--- src/core/ccr_pkg.sv ---
/*
  Constants for the codec control register bank: addresses, field
  positions, reset values and encodings.
  Assumes nothing beyond a SystemVerilog compiler.
*/
package ccr_pkg;
  localparam logic [2:0] ADDR_RSVD_LOW = 3'h0;
  localparam logic [2:0] ADDR_GAIN = 3'h1;
  localparam logic [2:0] ADDR_FILT = 3'h2;
  localparam logic [2:0] ADDR_PWR = 3'h3;
  localparam logic [2:0] ADDR_FAST = 3'h4;
  localparam logic [2:0] ADDR_SLOW = 3'h5;
  localparam logic [7:0] RST_GAIN = 8'h46;
  localparam logic [7:0] RST_FILT = 8'h11;
  localparam logic [7:0] RST_PWR = 8'h00;
  localparam logic [7:0] RST_FAST = 8'hf7;
  localparam logic [7:0] RST_SLOW = 8'h42;
  localparam int WORD_W = 12;
  localparam int RW_BIT = 11;
  localparam int ADDR_HI = 10;
  localparam int ADDR_LO = 8;
  localparam int READBACK_BIT = 7;
  localparam int WEAK_BIT = 7;
  localparam int HPF_HI = 6;
  localparam int HPF_LO = 5;
  localparam int SHIFT_HI = 4;
  localparam int SHIFT_LO = 2;
  localparam int DACM_HI = 1;
  localparam int DACM_LO = 0;
  localparam int ADAPT_BIT = 7;
  localparam int BRIDGE_EN_BIT = 6;
  localparam int BRIDGE_DRV_BIT = 5;
  localparam int HYST_BIT = 4;
  localparam int MODE_HI = 3;
  localparam int MODE_LO = 2;
  localparam int MIC_PD_BIT = 1;
  localparam int FRONT_PD_BIT = 0;
  localparam logic [6:0] GAIN_MAX = 7'h52;
  localparam logic [1:0] HPF_UNUSED = 2'h3;
  localparam logic [2:0] SHIFT_MAX = 3'h5;
  localparam logic [2:0] SHIFT_NONE = 3'h0;
  localparam int ADC_W = 16;
  localparam int DAC_W = 20;
  // Frames of the control word exchange
  localparam logic [1:0] FRAMES_PER_ACCESS = 2'h2;
  typedef enum logic [1:0]
  {
    DAC_OFF = 2'b00,
    DAC_SHIFTED = 2'b01,
    DAC_DIRECT = 2'b10,
    DAC_LOOP = 2'b11
  } ccr_dac_mode_t;
  typedef enum logic [1:0]
  {
    GM_AUTO_DUAL = 2'b00,
    GM_AUTO_SINGLE = 2'b01,
    GM_FIXED_SINGLE = 2'b10,
    GM_FIXED_NOW = 2'b11
  } ccr_gain_mode_t;
  typedef enum logic [1:0]
  {
    ST_IDLE = 2'b00,
    ST_HOLD = 2'b01,
    ST_DONE = 2'b10
  } ccr_state_t;
endpackage

--- src/core/ccr_word_decode.sv ---
/*
  Splits a 12-bit control word into direction, address and data and
  flags whether it targets a live register.
  Assumes the word is stable while word_valid is high.
*/
`timescale 1ns/1ns
module ccr_word_decode
  import ccr_pkg::*;
(
  // Control word
  input wire logic [WORD_W-1:0] word,
  input wire logic word_valid,
  // Decoded fields
  output logic is_write,
  output logic [2:0] addr,
  output logic [7:0] data,
  output logic active,
  output logic mapped
);
  assign is_write = word[RW_BIT];
  assign addr = word[ADDR_HI:ADDR_LO];
  assign data = word[7:0];
  // Zero address means no control this frame
  assign active = word_valid && (addr != ADDR_RSVD_LOW); // RL17
  assign mapped = (addr >= ADDR_GAIN) && (addr <= ADDR_SLOW); // RL1
endmodule // ccr_word_decode

--- src/core/ccr_rate_select.sv ---
/*
  Picks the attack and release rate codes the gain engine uses.
  Assumes both rate registers are already held in flip-flops.
*/
`timescale 1ns/1ns
module ccr_rate_select
  import ccr_pkg::*;
(
  // Registers
  input wire logic [7:0] fast_rate,
  input wire logic [7:0] slow_rate,
  input wire logic [1:0] mode,
  // Selected codes
  output logic [3:0] fast_attack,
  output logic [3:0] fast_release,
  output logic [3:0] slow_attack,
  output logic [3:0] slow_release,
  output logic slow_active
);
  assign fast_attack = fast_rate[7:4]; // RL13
  assign fast_release = fast_rate[3:0]; // RL14
  // Slow pair only matters in dual-rate automatic mode
  assign slow_active = (mode == GM_AUTO_DUAL); // RL15
  assign slow_attack = slow_active ? slow_rate[7:4] : fast_rate[7:4]; // RL15
  assign slow_release = slow_active ? slow_rate[3:0] : fast_rate[3:0]; // RL14
endmodule // ccr_rate_select

--- src/core/ccr_regs.sv ---
/*
  Control register bank of the voice codec. Holds five 8-bit registers
  written and read through 12-bit control words carried by the serial
  frame logic, and drives the decoded controls to the front end,
  filters, shifter, DAC and output driver.
  Assumes the frame logic presents one control word per frame with a
  one-cycle frame_strobe, and that the gain engine reports the gain
  it currently applies.
*/
// Operation
// RL1 - Addresses one to five select the registers
// RL2 - Processor never writes reserved addresses
// RL3 - Gain bit seven picks stored or applied
// RL4 - Gain code: half-dB steps, -1 to +40
// RL5 - Filter bit seven selects weak I/O drive
// RL6 - Highpass field: normal, bypass, 100 Hz
// RL7 - Shift field shifts ADC word 0..5 bits
// RL8 - DAC select: off, shifted, direct, loopback
// RL9 - Power bit seven selects adaptive quantization
// RL10 - Bridge enable and 40/20 ohm drive
// RL11 - Hysteresis timeout 50 or 25 ms
// RL12 - Gain mode field picks four behaviours
// RL13 - Fast upper nibble selects attack rate
// RL14 - Lower nibbles select release rate
// RL15 - Slow rates apply in dual-rate mode only
// RL16 - Power bits shut mic supply, front end
// RL17 - Twelve-bit word: rw, address, data
// RL18 - Unused bits always read as zero
// RL19 - Each register access spans two frames
`timescale 1ns/1ns
module ccr_regs
  import ccr_pkg::*;
(
  // Clock and reset
  input wire logic mclk,
  input wire logic reset_n,
  // Control word from the serial frame logic
  input wire logic frame_strobe,
  input wire logic [WORD_W-1:0] control_word,
  // Read answer back into the next frame
  output logic [7:0] read_data,
  output logic read_valid,
  output logic access_busy,
  // Gain engine
  input wire logic [6:0] applied_gain,
  output logic [6:0] gain_code,
  output logic [1:0] gain_control_mode,
  output logic hysteresis_timeout_select,
  output logic [3:0] attack_fast,
  output logic [3:0] release_fast,
  output logic [3:0] attack_slow,
  output logic [3:0] release_slow,
  output logic slow_rates_used,
  // Filters, shifter and DAC
  output logic weak_io_drive,
  output logic [1:0] highpass_select,
  output logic [2:0] shift_amount,
  output logic [1:0] dac_input_mode,
  output logic dac_adaptive_quant,
  // Output driver and power
  output logic bridge_output_enable,
  output logic bridge_drive_strength,
  output logic mic_supply_powerdown,
  output logic input_path_powerdown
);
  logic [7:0] gain_setting;
  logic [7:0] filter_shift_control;
  logic [7:0] power_output_control;
  logic [7:0] fast_rate_control;
  logic [7:0] slow_rate_control;
  ccr_state_t state;
  ccr_state_t next_state;
  logic [WORD_W-1:0] held_word;
  logic dec_write;
  logic [2:0] dec_addr;
  logic [7:0] dec_data;
  logic dec_active;
  logic dec_mapped;
  logic start;
  logic finish;
  logic do_write;
  logic [7:0] read_mux;
  logic [7:0] gain_view;
  logic [2:0] shift_eff;
  logic [3:0] sel_fa;
  logic [3:0] sel_fr;
  logic [3:0] sel_sa;
  logic [3:0] sel_sr;
  logic sel_slow;
  logic [1:0] next_highpass;
  logic [2:0] next_shift;

  function automatic logic [6:0] clamp_gain(input logic [6:0] g);
    clamp_gain = (g > GAIN_MAX) ? GAIN_MAX : g;
  endfunction

  ccr_word_decode u_dec
  (
    .word(held_word),
    .word_valid(state == ST_HOLD),
    .is_write(dec_write),
    .addr(dec_addr),
    .data(dec_data),
    .active(dec_active),
    .mapped(dec_mapped)
  );

  ccr_rate_select u_rate
  (
    .fast_rate(fast_rate_control),
    .slow_rate(slow_rate_control),
    .mode(power_output_control[MODE_HI:MODE_LO]),
    .fast_attack(sel_fa),
    .fast_release(sel_fr),
    .slow_attack(sel_sa),
    .slow_release(sel_sr),
    .slow_active(sel_slow)
  );

  // First frame latches the word, second frame completes it
  assign start = frame_strobe && (state == ST_IDLE) &&
    (control_word[ADDR_HI:ADDR_LO] != ADDR_RSVD_LOW); // RL17
  assign finish = frame_strobe && (state == ST_HOLD); // RL19
  // Reserved writes are dropped; nothing lives there anyway
  assign do_write = finish && dec_active && dec_write && dec_mapped; // RL1

  always_comb
  begin
    next_state = state;
    unique case (state)
      ST_IDLE:
        if (start)
          next_state = ST_HOLD;
      ST_HOLD:
        if (finish)
          next_state = ST_DONE;
      ST_DONE:
        next_state = ST_IDLE;
      default:
        next_state = ST_IDLE;
    endcase
  end

  // Stored contents or live gain, selected by bit seven
  assign gain_view = gain_setting[READBACK_BIT] ?
    {1'b1, clamp_gain(applied_gain)} : gain_setting; // RL3

  assign read_mux =
    (dec_addr == ADDR_GAIN) ? gain_view :
    (dec_addr == ADDR_FILT) ? filter_shift_control :
    (dec_addr == ADDR_PWR) ? power_output_control :
    (dec_addr == ADDR_FAST) ? fast_rate_control :
    (dec_addr == ADDR_SLOW) ? slow_rate_control :
    8'h00; // RL18

  // Codes 11X behave as the largest shift
  assign shift_eff = (filter_shift_control[SHIFT_HI:SHIFT_LO] > SHIFT_MAX) ?
    SHIFT_MAX : filter_shift_control[SHIFT_HI:SHIFT_LO]; // RL7

  // Unused code falls back to normal filtering
  assign next_highpass =
    (filter_shift_control[HPF_HI:HPF_LO] == HPF_UNUSED) ?
    2'h0 : filter_shift_control[HPF_HI:HPF_LO]; // RL6
  // Shift is meaningless unless the shifter path is in use
  assign next_shift =
    (filter_shift_control[DACM_HI:DACM_LO] == DAC_SHIFTED) ?
    shift_eff : SHIFT_NONE; // RL7

  // Word is latched once; the second frame only completes it
  always_ff @(posedge mclk)
  begin
    if (!reset_n)
    begin
      state <= ST_IDLE;
      held_word <= '0;
    end
    else
    begin
      state <= next_state;
      if (start)
        held_word <= control_word;
    end
  end

  // Only mapped addresses reach the write decode
  always_ff @(posedge mclk)
  begin
    if (!reset_n)
    begin
      gain_setting <= RST_GAIN;
      filter_shift_control <= RST_FILT;
      power_output_control <= RST_PWR;
      fast_rate_control <= RST_FAST;
      slow_rate_control <= RST_SLOW;
    end
    else if (do_write)
    begin
      unique case (dec_addr) // RL1
        ADDR_GAIN: gain_setting <= dec_data;
        ADDR_FILT: filter_shift_control <= dec_data;
        ADDR_PWR: power_output_control <= dec_data;
        ADDR_FAST: fast_rate_control <= dec_data;
        default: slow_rate_control <= dec_data;
      endcase
    end
  end

  // Read answer lands one edge after the second frame
  always_ff @(posedge mclk)
  begin
    if (!reset_n)
    begin
      read_data <= 8'h00;
      read_valid <= 1'b0;
      access_busy <= 1'b0;
    end
    else
    begin
      read_valid <= finish && dec_active && !dec_write;
      if (finish && dec_active && !dec_write)
        read_data <= read_mux;
      access_busy <= (next_state == ST_HOLD); // RL19
    end
  end

  // Gain engine controls, registered so every output is a flip-flop
  always_ff @(posedge mclk)
  begin
    if (!reset_n)
    begin
      gain_code <= RST_GAIN[6:0];
      gain_control_mode <= RST_PWR[MODE_HI:MODE_LO];
      hysteresis_timeout_select <= RST_PWR[HYST_BIT];
    end
    else
    begin
      gain_code <= clamp_gain(gain_setting[6:0]); // RL4
      gain_control_mode <= power_output_control[MODE_HI:MODE_LO]; // RL12
      hysteresis_timeout_select <= power_output_control[HYST_BIT]; // RL11
    end
  end

  // Rate codes; slow pair mirrors fast outside dual-rate mode
  always_ff @(posedge mclk)
  begin
    if (!reset_n)
    begin
      attack_fast <= RST_FAST[7:4];
      release_fast <= RST_FAST[3:0];
      attack_slow <= RST_SLOW[7:4];
      release_slow <= RST_SLOW[3:0];
      slow_rates_used <= (RST_PWR[MODE_HI:MODE_LO] == GM_AUTO_DUAL);
    end
    else
    begin
      attack_fast <= sel_fa; // RL13
      release_fast <= sel_fr; // RL14
      attack_slow <= sel_sa; // RL15
      release_slow <= sel_sr; // RL15
      slow_rates_used <= sel_slow; // RL15
    end
  end

  // Filter, shifter and DAC controls
  always_ff @(posedge mclk)
  begin
    if (!reset_n)
    begin
      weak_io_drive <= RST_FILT[WEAK_BIT];
      highpass_select <= RST_FILT[HPF_HI:HPF_LO];
      shift_amount <= RST_FILT[SHIFT_HI:SHIFT_LO];
      dac_input_mode <= RST_FILT[DACM_HI:DACM_LO];
    end
    else
    begin
      weak_io_drive <= filter_shift_control[WEAK_BIT]; // RL5
      highpass_select <= next_highpass; // RL6
      shift_amount <= next_shift; // RL7
      dac_input_mode <= filter_shift_control[DACM_HI:DACM_LO]; // RL8
    end
  end

  // DAC quantization, output driver and power-down controls
  always_ff @(posedge mclk)
  begin
    if (!reset_n)
    begin
      dac_adaptive_quant <= RST_PWR[ADAPT_BIT];
      bridge_output_enable <= RST_PWR[BRIDGE_EN_BIT];
      bridge_drive_strength <= RST_PWR[BRIDGE_DRV_BIT];
      mic_supply_powerdown <= RST_PWR[MIC_PD_BIT];
      input_path_powerdown <= RST_PWR[FRONT_PD_BIT];
    end
    else
    begin
      dac_adaptive_quant <= power_output_control[ADAPT_BIT]; // RL9
      bridge_output_enable <= power_output_control[BRIDGE_EN_BIT]; // RL10
      bridge_drive_strength <= power_output_control[BRIDGE_DRV_BIT]; // RL10
      mic_supply_powerdown <= power_output_control[MIC_PD_BIT]; // RL16
      input_path_powerdown <= power_output_control[FRONT_PD_BIT]; // RL16
    end
  end
endmodule // ccr_regs

--- config.mk ---
export PLATFORM = sky130hd
export DESIGN_NAME = ccr_regs
export DESIGN_NICKNAME = d
export VERILOG_FILES = /design/src/core/ccr_pkg.sv /design/src/core/ccr_word_decode.sv /design/src/core/ccr_rate_select.sv /design/src/core/ccr_regs.sv
export SDC_FILE = /design/constraint.sdc
export NUM_CORES = 1
export LEC_CHECK = 0
export BUFFER_PORTS_ARGS = -buffer_cell sky130_fd_sc_hd__buf_4
export CELL_PAD_IN_SITES_DETAIL_PLACEMENT = 2
export CELL_PAD_IN_SITES_GLOBAL_PLACEMENT = 2
export CORE_MARGIN = 2
export CORE_UTILIZATION = 30
export DETAILED_ROUTE_END_ITERATION = 16
export GPL_TIMING_DRIVEN = 0
export PLACE_DENSITY = 0.76
export SYNTH_ARGS = -nofsm -noshare
export SYNTH_HDL_FRONTEND = slang
export SYNTH_SLANG_ARGS = --single-unit
--- constraint.sdc ---
create_clock -name mclk -period 3.8 [get_ports mclk]
set_clock_uncertainty 0.05 [all_clocks]
set_input_delay 0.19 -clock mclk [delete_from_list [all_inputs] [get_ports mclk]]
set_output_delay 0.19 -clock mclk [all_outputs]
set_load 0.02 [all_outputs]
# Yosys cells after proc, flatten, opt, wreduce, memory -nomap -nowiden

Index checks and enable logic that the tools add are counted.

Output and inout bits: 50
Register bits: 104
Input port bits: 22

Mux-type cells: 15
Bitwise logic cells: 3
Magnitude comparators: 5
Reduce and logical (&&, ||, !) cells: 24
Equal/unequal tests: 9

Operator list:

| kind               | count |
|---|---|
| $mux 8             | 6 |
| $gt 7x7->1 const B | 2 |
| $reduce_and 2->1   | 6 |
| $logic_and 1x1->1  | 9 |
| $mux 4             | 2 |
| $mux 7             | 1 |
| $eq 2x1->1 const B | 3 |
| $eq 3x2->1 const B | 2 |
| $eq 3x3->1 const B | 2 |
| $mux 3             | 2 |
| $reduce_bool 3->1  | 2 |
| $mux 5             | 1 |
| $logic_not 2->1    | 2 |
| $mux 2             | 2 |
| $pmux 2 s2         | 1 |
| $reduce_or 2->1    | 2 |
| $reduce_or 4->1    | 1 |
| $eq 3x1->1 const B | 1 |
| $ge 3x1->1 const B | 1 |
| $gt 3x3->1 const B | 1 |
| $le 3x3->1 const B | 1 |
| $not 1->1          | 3 |
| $reduce_or 3->1    | 1 |
| $eq 2x2->1 const B | 1 |
| $logic_not 1->1    | 1 |

# Depth between registers and ports, before layout

Depth in word-level cells: 6
Depth in mapped cells: 6
Mapped depth without buffers: 4

# By module

A second synthesis with hierarchy kept.

Cell total of the unflattened synthesis: 433
Area, all modules: 4279.1 um^2

By module, submodules not included:

| module          | times used | cells each | seq. area each (um^2) | area an instance (um^2) |
|---|---|---|---|---|
| ccr_regs        | 1          | 401        | 2082.0                | 4006.3 |
| ccr_rate_select | 1          | 17         | 0.0                   | 161.4 |
| ccr_word_decode | 1          | 15         | 0.0                   | 111.4 |

# Least setup slack after synthesis

OpenSTA, ideal clock, no wires.

Kind: reg-to-reg
From: reg held_word[8]
To: reg read_data[2]
Buffers on the path: 1
Clock period less this slack: 1489 ps
Arrival: 1316 ps
Required time: 3627 ps
Stages on the path, launching flop included: 6
Slack: 2311 ps
Cells stage by stage: dfxtp_1 or3b_1 buf_2 a311o_1 nand3_1 o22ai_1

Cells in the longest elaborated chain, start to end: 6
Elaborated cells between the ends (all ways): 14
Classes of those cells: eq/ne (5); mux (5); reduce/logical (4)

RTL lines:

| element                | RTL line        | source |
|---|---|---|
| start, declared        | ccr_regs.sv:73  | `logic [WORD_W-1:0] held_word;` |
| start signal, assigned | ccr_regs.sv:181 | `held_word <= control_word;` |
| $eq 3x3->1             | ccr_regs.sv:153 | `(dec_addr == ADDR_SLOW) ? slow_rate_control :` |
| $mux 8                 | ccr_regs.sv:153 |  |
| $mux 8                 | ccr_regs.sv:152 | `(dec_addr == ADDR_FAST) ? fast_rate_control :` |
| $mux 8                 | ccr_regs.sv:151 | `(dec_addr == ADDR_PWR) ? power_output_control :` |
| $mux 8                 | ccr_regs.sv:150 | `(dec_addr == ADDR_FILT) ? filter_shift_control :` |
| $mux 8                 | ccr_regs.sv:149 | `(dec_addr == ADDR_GAIN) ? gain_view :` |
| end signal, assigned   | ccr_regs.sv:221 | `read_data <= read_mux;` |
| end, declared          | ccr_regs.sv:41  | `output logic [7:0] read_data,` |

Parallel ways exist; a longest one is shown, timed or not.
A chain may end at the register's enable or synchronous reset.

# Worst setup path after layout

From: reg held_word[9]
To: reg read_data[1]

The elaborated chain is that of the path after synthesis.

==> results.py <==
metrics = {
    "logic_synthesis": {
        "syn_area_um2": 3930,
        "synth_seq_cells": 104,
        "synth_seq_area_share_pct": 53.0,
        "yosysWarnings": 0,
        "synth-edff-count": 0,
        "synthArstFlopShare_pct": 0,
        "synth_ff_type": "dfxtp_1",
        "synth_cell_types": 50,
        "avgSynthCellArea_um2": 8.83,
        "syn-num-nets": 467,
        "syn-instance-count": 445,
    },
    "cts": {
        "post_cts_buffers": 0,
        "clkTransAtPathRegs_ns": 0.07,
        "clockBufferDepth": 2,
        "cts_tree": "built",
        "post_cts_resized": 0,
        "cts-root-buf": "clkbuf_16",
        "h-tree-depth": 3,
        "clk_latency_ns": 0.35,
        "clock_sinks": 104,
        "numCtsBuffers": 9,
        "cts_hold_buffers": 0,
    },
    "finish": {
        "fill_cells": 1468,
        "diodes": 0,
        "drive_gt1_share_pct": 19.5,
        "fin_nets": 549,
        "multi_input_area_um2": 1670,
        "area_growth_pct": 26.9,
        "seq_area_um2": 2080,
        "post-route-util_pct": 39.2,
    },
    "placed_design": {
        "gp_congestion": 0.911,
        "hpwlAfterDp_um": 10000,
        "numPortBuffers": 71,
    },
    "setup_path": {
        "crit_arrival_ns": 2.09,
        "cp-start-kind": "flip-flop",
        "slowest_stage": "clkbuf_1",
        "path_class": "flip-flop to flip-flop",
        "critical_path.cell_chain": "buf_2, clkbuf_1, a21oi_1, a311oi_1, o32ai_1",
        "rrSetupSlack_ns": 1.88,
        "slowest_delay_ns": 0.44,
        "crit_fanout": 10,
        "crit_path_end_kind": "flip-flop",
        "required_ns": 3.98,
    },
    "global_route": {
        "grt-ovfl-total": 0,
        "antenna_found_initial": 0,
        "grt_max_degree": 17,
        "track_usage_pct": 19.9,
        "grt_first_pass_wirelength_um": 21500,
        "first_global_vias": 3862,
    },
    "die": {
        "dieArea_um2": 14000,
        "rows": 41,
        "fp.dieH_um": 118,
        "io_pins": 72,
        "start_util_pct": 30.9,
        "die_x_um": 118,
        "coreArea_um2": 12700,
    },
    "job": {
        "max-cap-violations": 0,
    },
    "timing": {
        "worst_slew_pin_slew_ns": 0.794,
        "relSlewSlack_pct": 47.1,
        "rsz0062_at_grt": "no",
        "setup_viol": 0,
        "post-route-period-util_pct": 50.4,
        "period_needed_ns": 1.92,
        "drv_slew": 0,
        "hold_viol": 0,
        "timing.fmax_ghz": 0.522,
        "tns_ns": 0,
    },
    "min_path": {
        "hold_class": "primary input to flip-flop",
    },
    "status": {
        "outcome": "complete, no violations",
    },
    "detailed_routing": {
        "drc": 0,
        "vias": 3538,
        "first_pass_iters": 4,
        "vias_per_cell": 5.03,
        "dr.first_iter.drc_count": 193,
        "ant_nets": 0,
        "avgRoutedWirePerCell_um": 19.2,
        "wl_um": 13500,
    },
    "pwr": {
        "ir_drop_mv": 0.176,
        "p_leak_nw": 1.95,
        "power_density_nw_per_um2": 449,
    },
}
-- metal layers --
metal / vias to the layer above / share of wire [%] / global-route usage (%)
met1: 1754 / 46 / 25.3
met3: 21 / 3.3 / 4.25
met4: 0 / 2.3 / 7.89
met5: - / 0 / 0
li1: 1688 / - / -
met2: 75 / 48 / 32.9
-- path summary, 6_finish.rpt --
kind	startpoint	to	depth (start not counted)
setup / recovery	held_word[9]	read_data[1]	5
hold / removal	control_word[2]	held_word[2]	3
setup reg to reg	held_word[9]	read_data[1]	5
hold reg to reg	read_data[2]	read_data[2]	2
-- placed cells by master, fill, tap and decap left out, types with 4 or more instances in the layout --
| cell type | n |
|---|---|
| buf_2 | 7 |
| nor2b_1 | 8 |
| nor3_1 | 4 |
| buf_4 | 72 |
| a22oi_1 | 4 |
| dfxtp_1 | 104 |
| a21oi_1 | 31 |
| nand2_1 | 91 |
| clkbuf_16 | 9 |
| clkbuf_1 | 17 |
| nand2b_1 | 12 |
| o22ai_1 | 5 |
| mux2i_1 | 14 |
| inv_1 | 16 |
| and2_1 | 6 |
| nand3_1 | 21 |
| o21ai_0 | 38 |
| nor2_1 | 19 |
-- area by class of cell --
class	count	share of cell area, %
sequential	104	41.7
multi-input combinational	299	33.5
timing repair buffer	71	10.7
clock buffer	12	5.14
tap	172	4.32
buffer	26	2.36
inverter	16	1.20
clock inverter	4	1.05
-- cells by family after synthesis --
family / after synthesis / share of synthesized area [%]
flip-flops: 104 / 53.0
buffers and inverters: 42 / 4.52
multiplexers: 15 / 3.85
AND/OR/NAND/NOR: 181 / 22.9
AO/OA/AOI/OAI: 103 / 15.8
-- power breakdown --
part | total [W] | internal [W] | leakage [nW] | switching, W
sequential | 0.00113 | 0.00110 | 0.841 | 0.0000235
clock | 0.000960 | 0.000549 | 0.153 | 0.000412
combinational | 0.000152 | 0.0000567 | 0.960 | 0.0000956
total | 0.00224 | 0.00171 | 1.95 | 0.000531
-- state kept, by name, indices dropped and copies added (netlist names), 3 cells and up --
| register | cells |
|---|---|
| filter_shift_control | 8 |
| gain_setting | 8 |
| release_fast | 4 |
| slow_rate_control | 8 |
| attack_fast | 4 |
| held_word | 12 |
| power_output_control | 8 |
| release_slow | 4 |
| gain_code | 7 |
| attack_slow | 4 |
| read_data | 8 |
| fast_rate_control | 8 |
| shift_amount | 3 |
-- per-stage QoR --
stage	std cells	hold WS (ns)	area (um^2)	setup slack (ns)	total power [W]
final	704	0.0404	4990	1.88	0.00224
after global routing	704	0.0380	4990	1.76	0.00232
after CTS	704	0.0280	4990	1.92	0.00226
after detailed placement	688	0.402	4680	1.76	0.00130
after global placement	688	0.394	4680	1.82	0.00130
after floorplan	445	0.276	3930	2.31	0.00123
-- synthesized netlist by cell type (4+ instances only) --
| cell | instances | share of area [%] |
|---|---|---|
| inv_1 | 16 | 1.5 |
| nor2b_1 | 8 | 1.3 |
| o22ai_1 | 5 | 0.80 |
| buf_2 | 7 | 0.89 |
| mux2i_1 | 14 | 3.6 |
| a22oi_1 | 4 | 0.76 |
| nor2_1 | 19 | 1.8 |
| a21oi_1 | 31 | 3.9 |
| clkbuf_1 | 16 | 1.5 |
| and2_1 | 6 | 0.96 |
| nand3_1 | 21 | 2.7 |
| nand2_1 | 91 | 8.7 |
| nand2b_1 | 12 | 1.9 |
| dfxtp_1 | 104 | 53 |
| nor3_1 | 4 | 0.51 |
| o21ai_0 | 38 | 4.8 |
-- worst max-delay path, delay by kind of cell, from the launching register on --
kind                   cells  cell delay, ns
buffers and inverters      2            0.67
AO/OA/AOI/OAI              3            0.69
flip-flops                 1            0.39
Note: power is estimated with default switching activity, not from simulation.
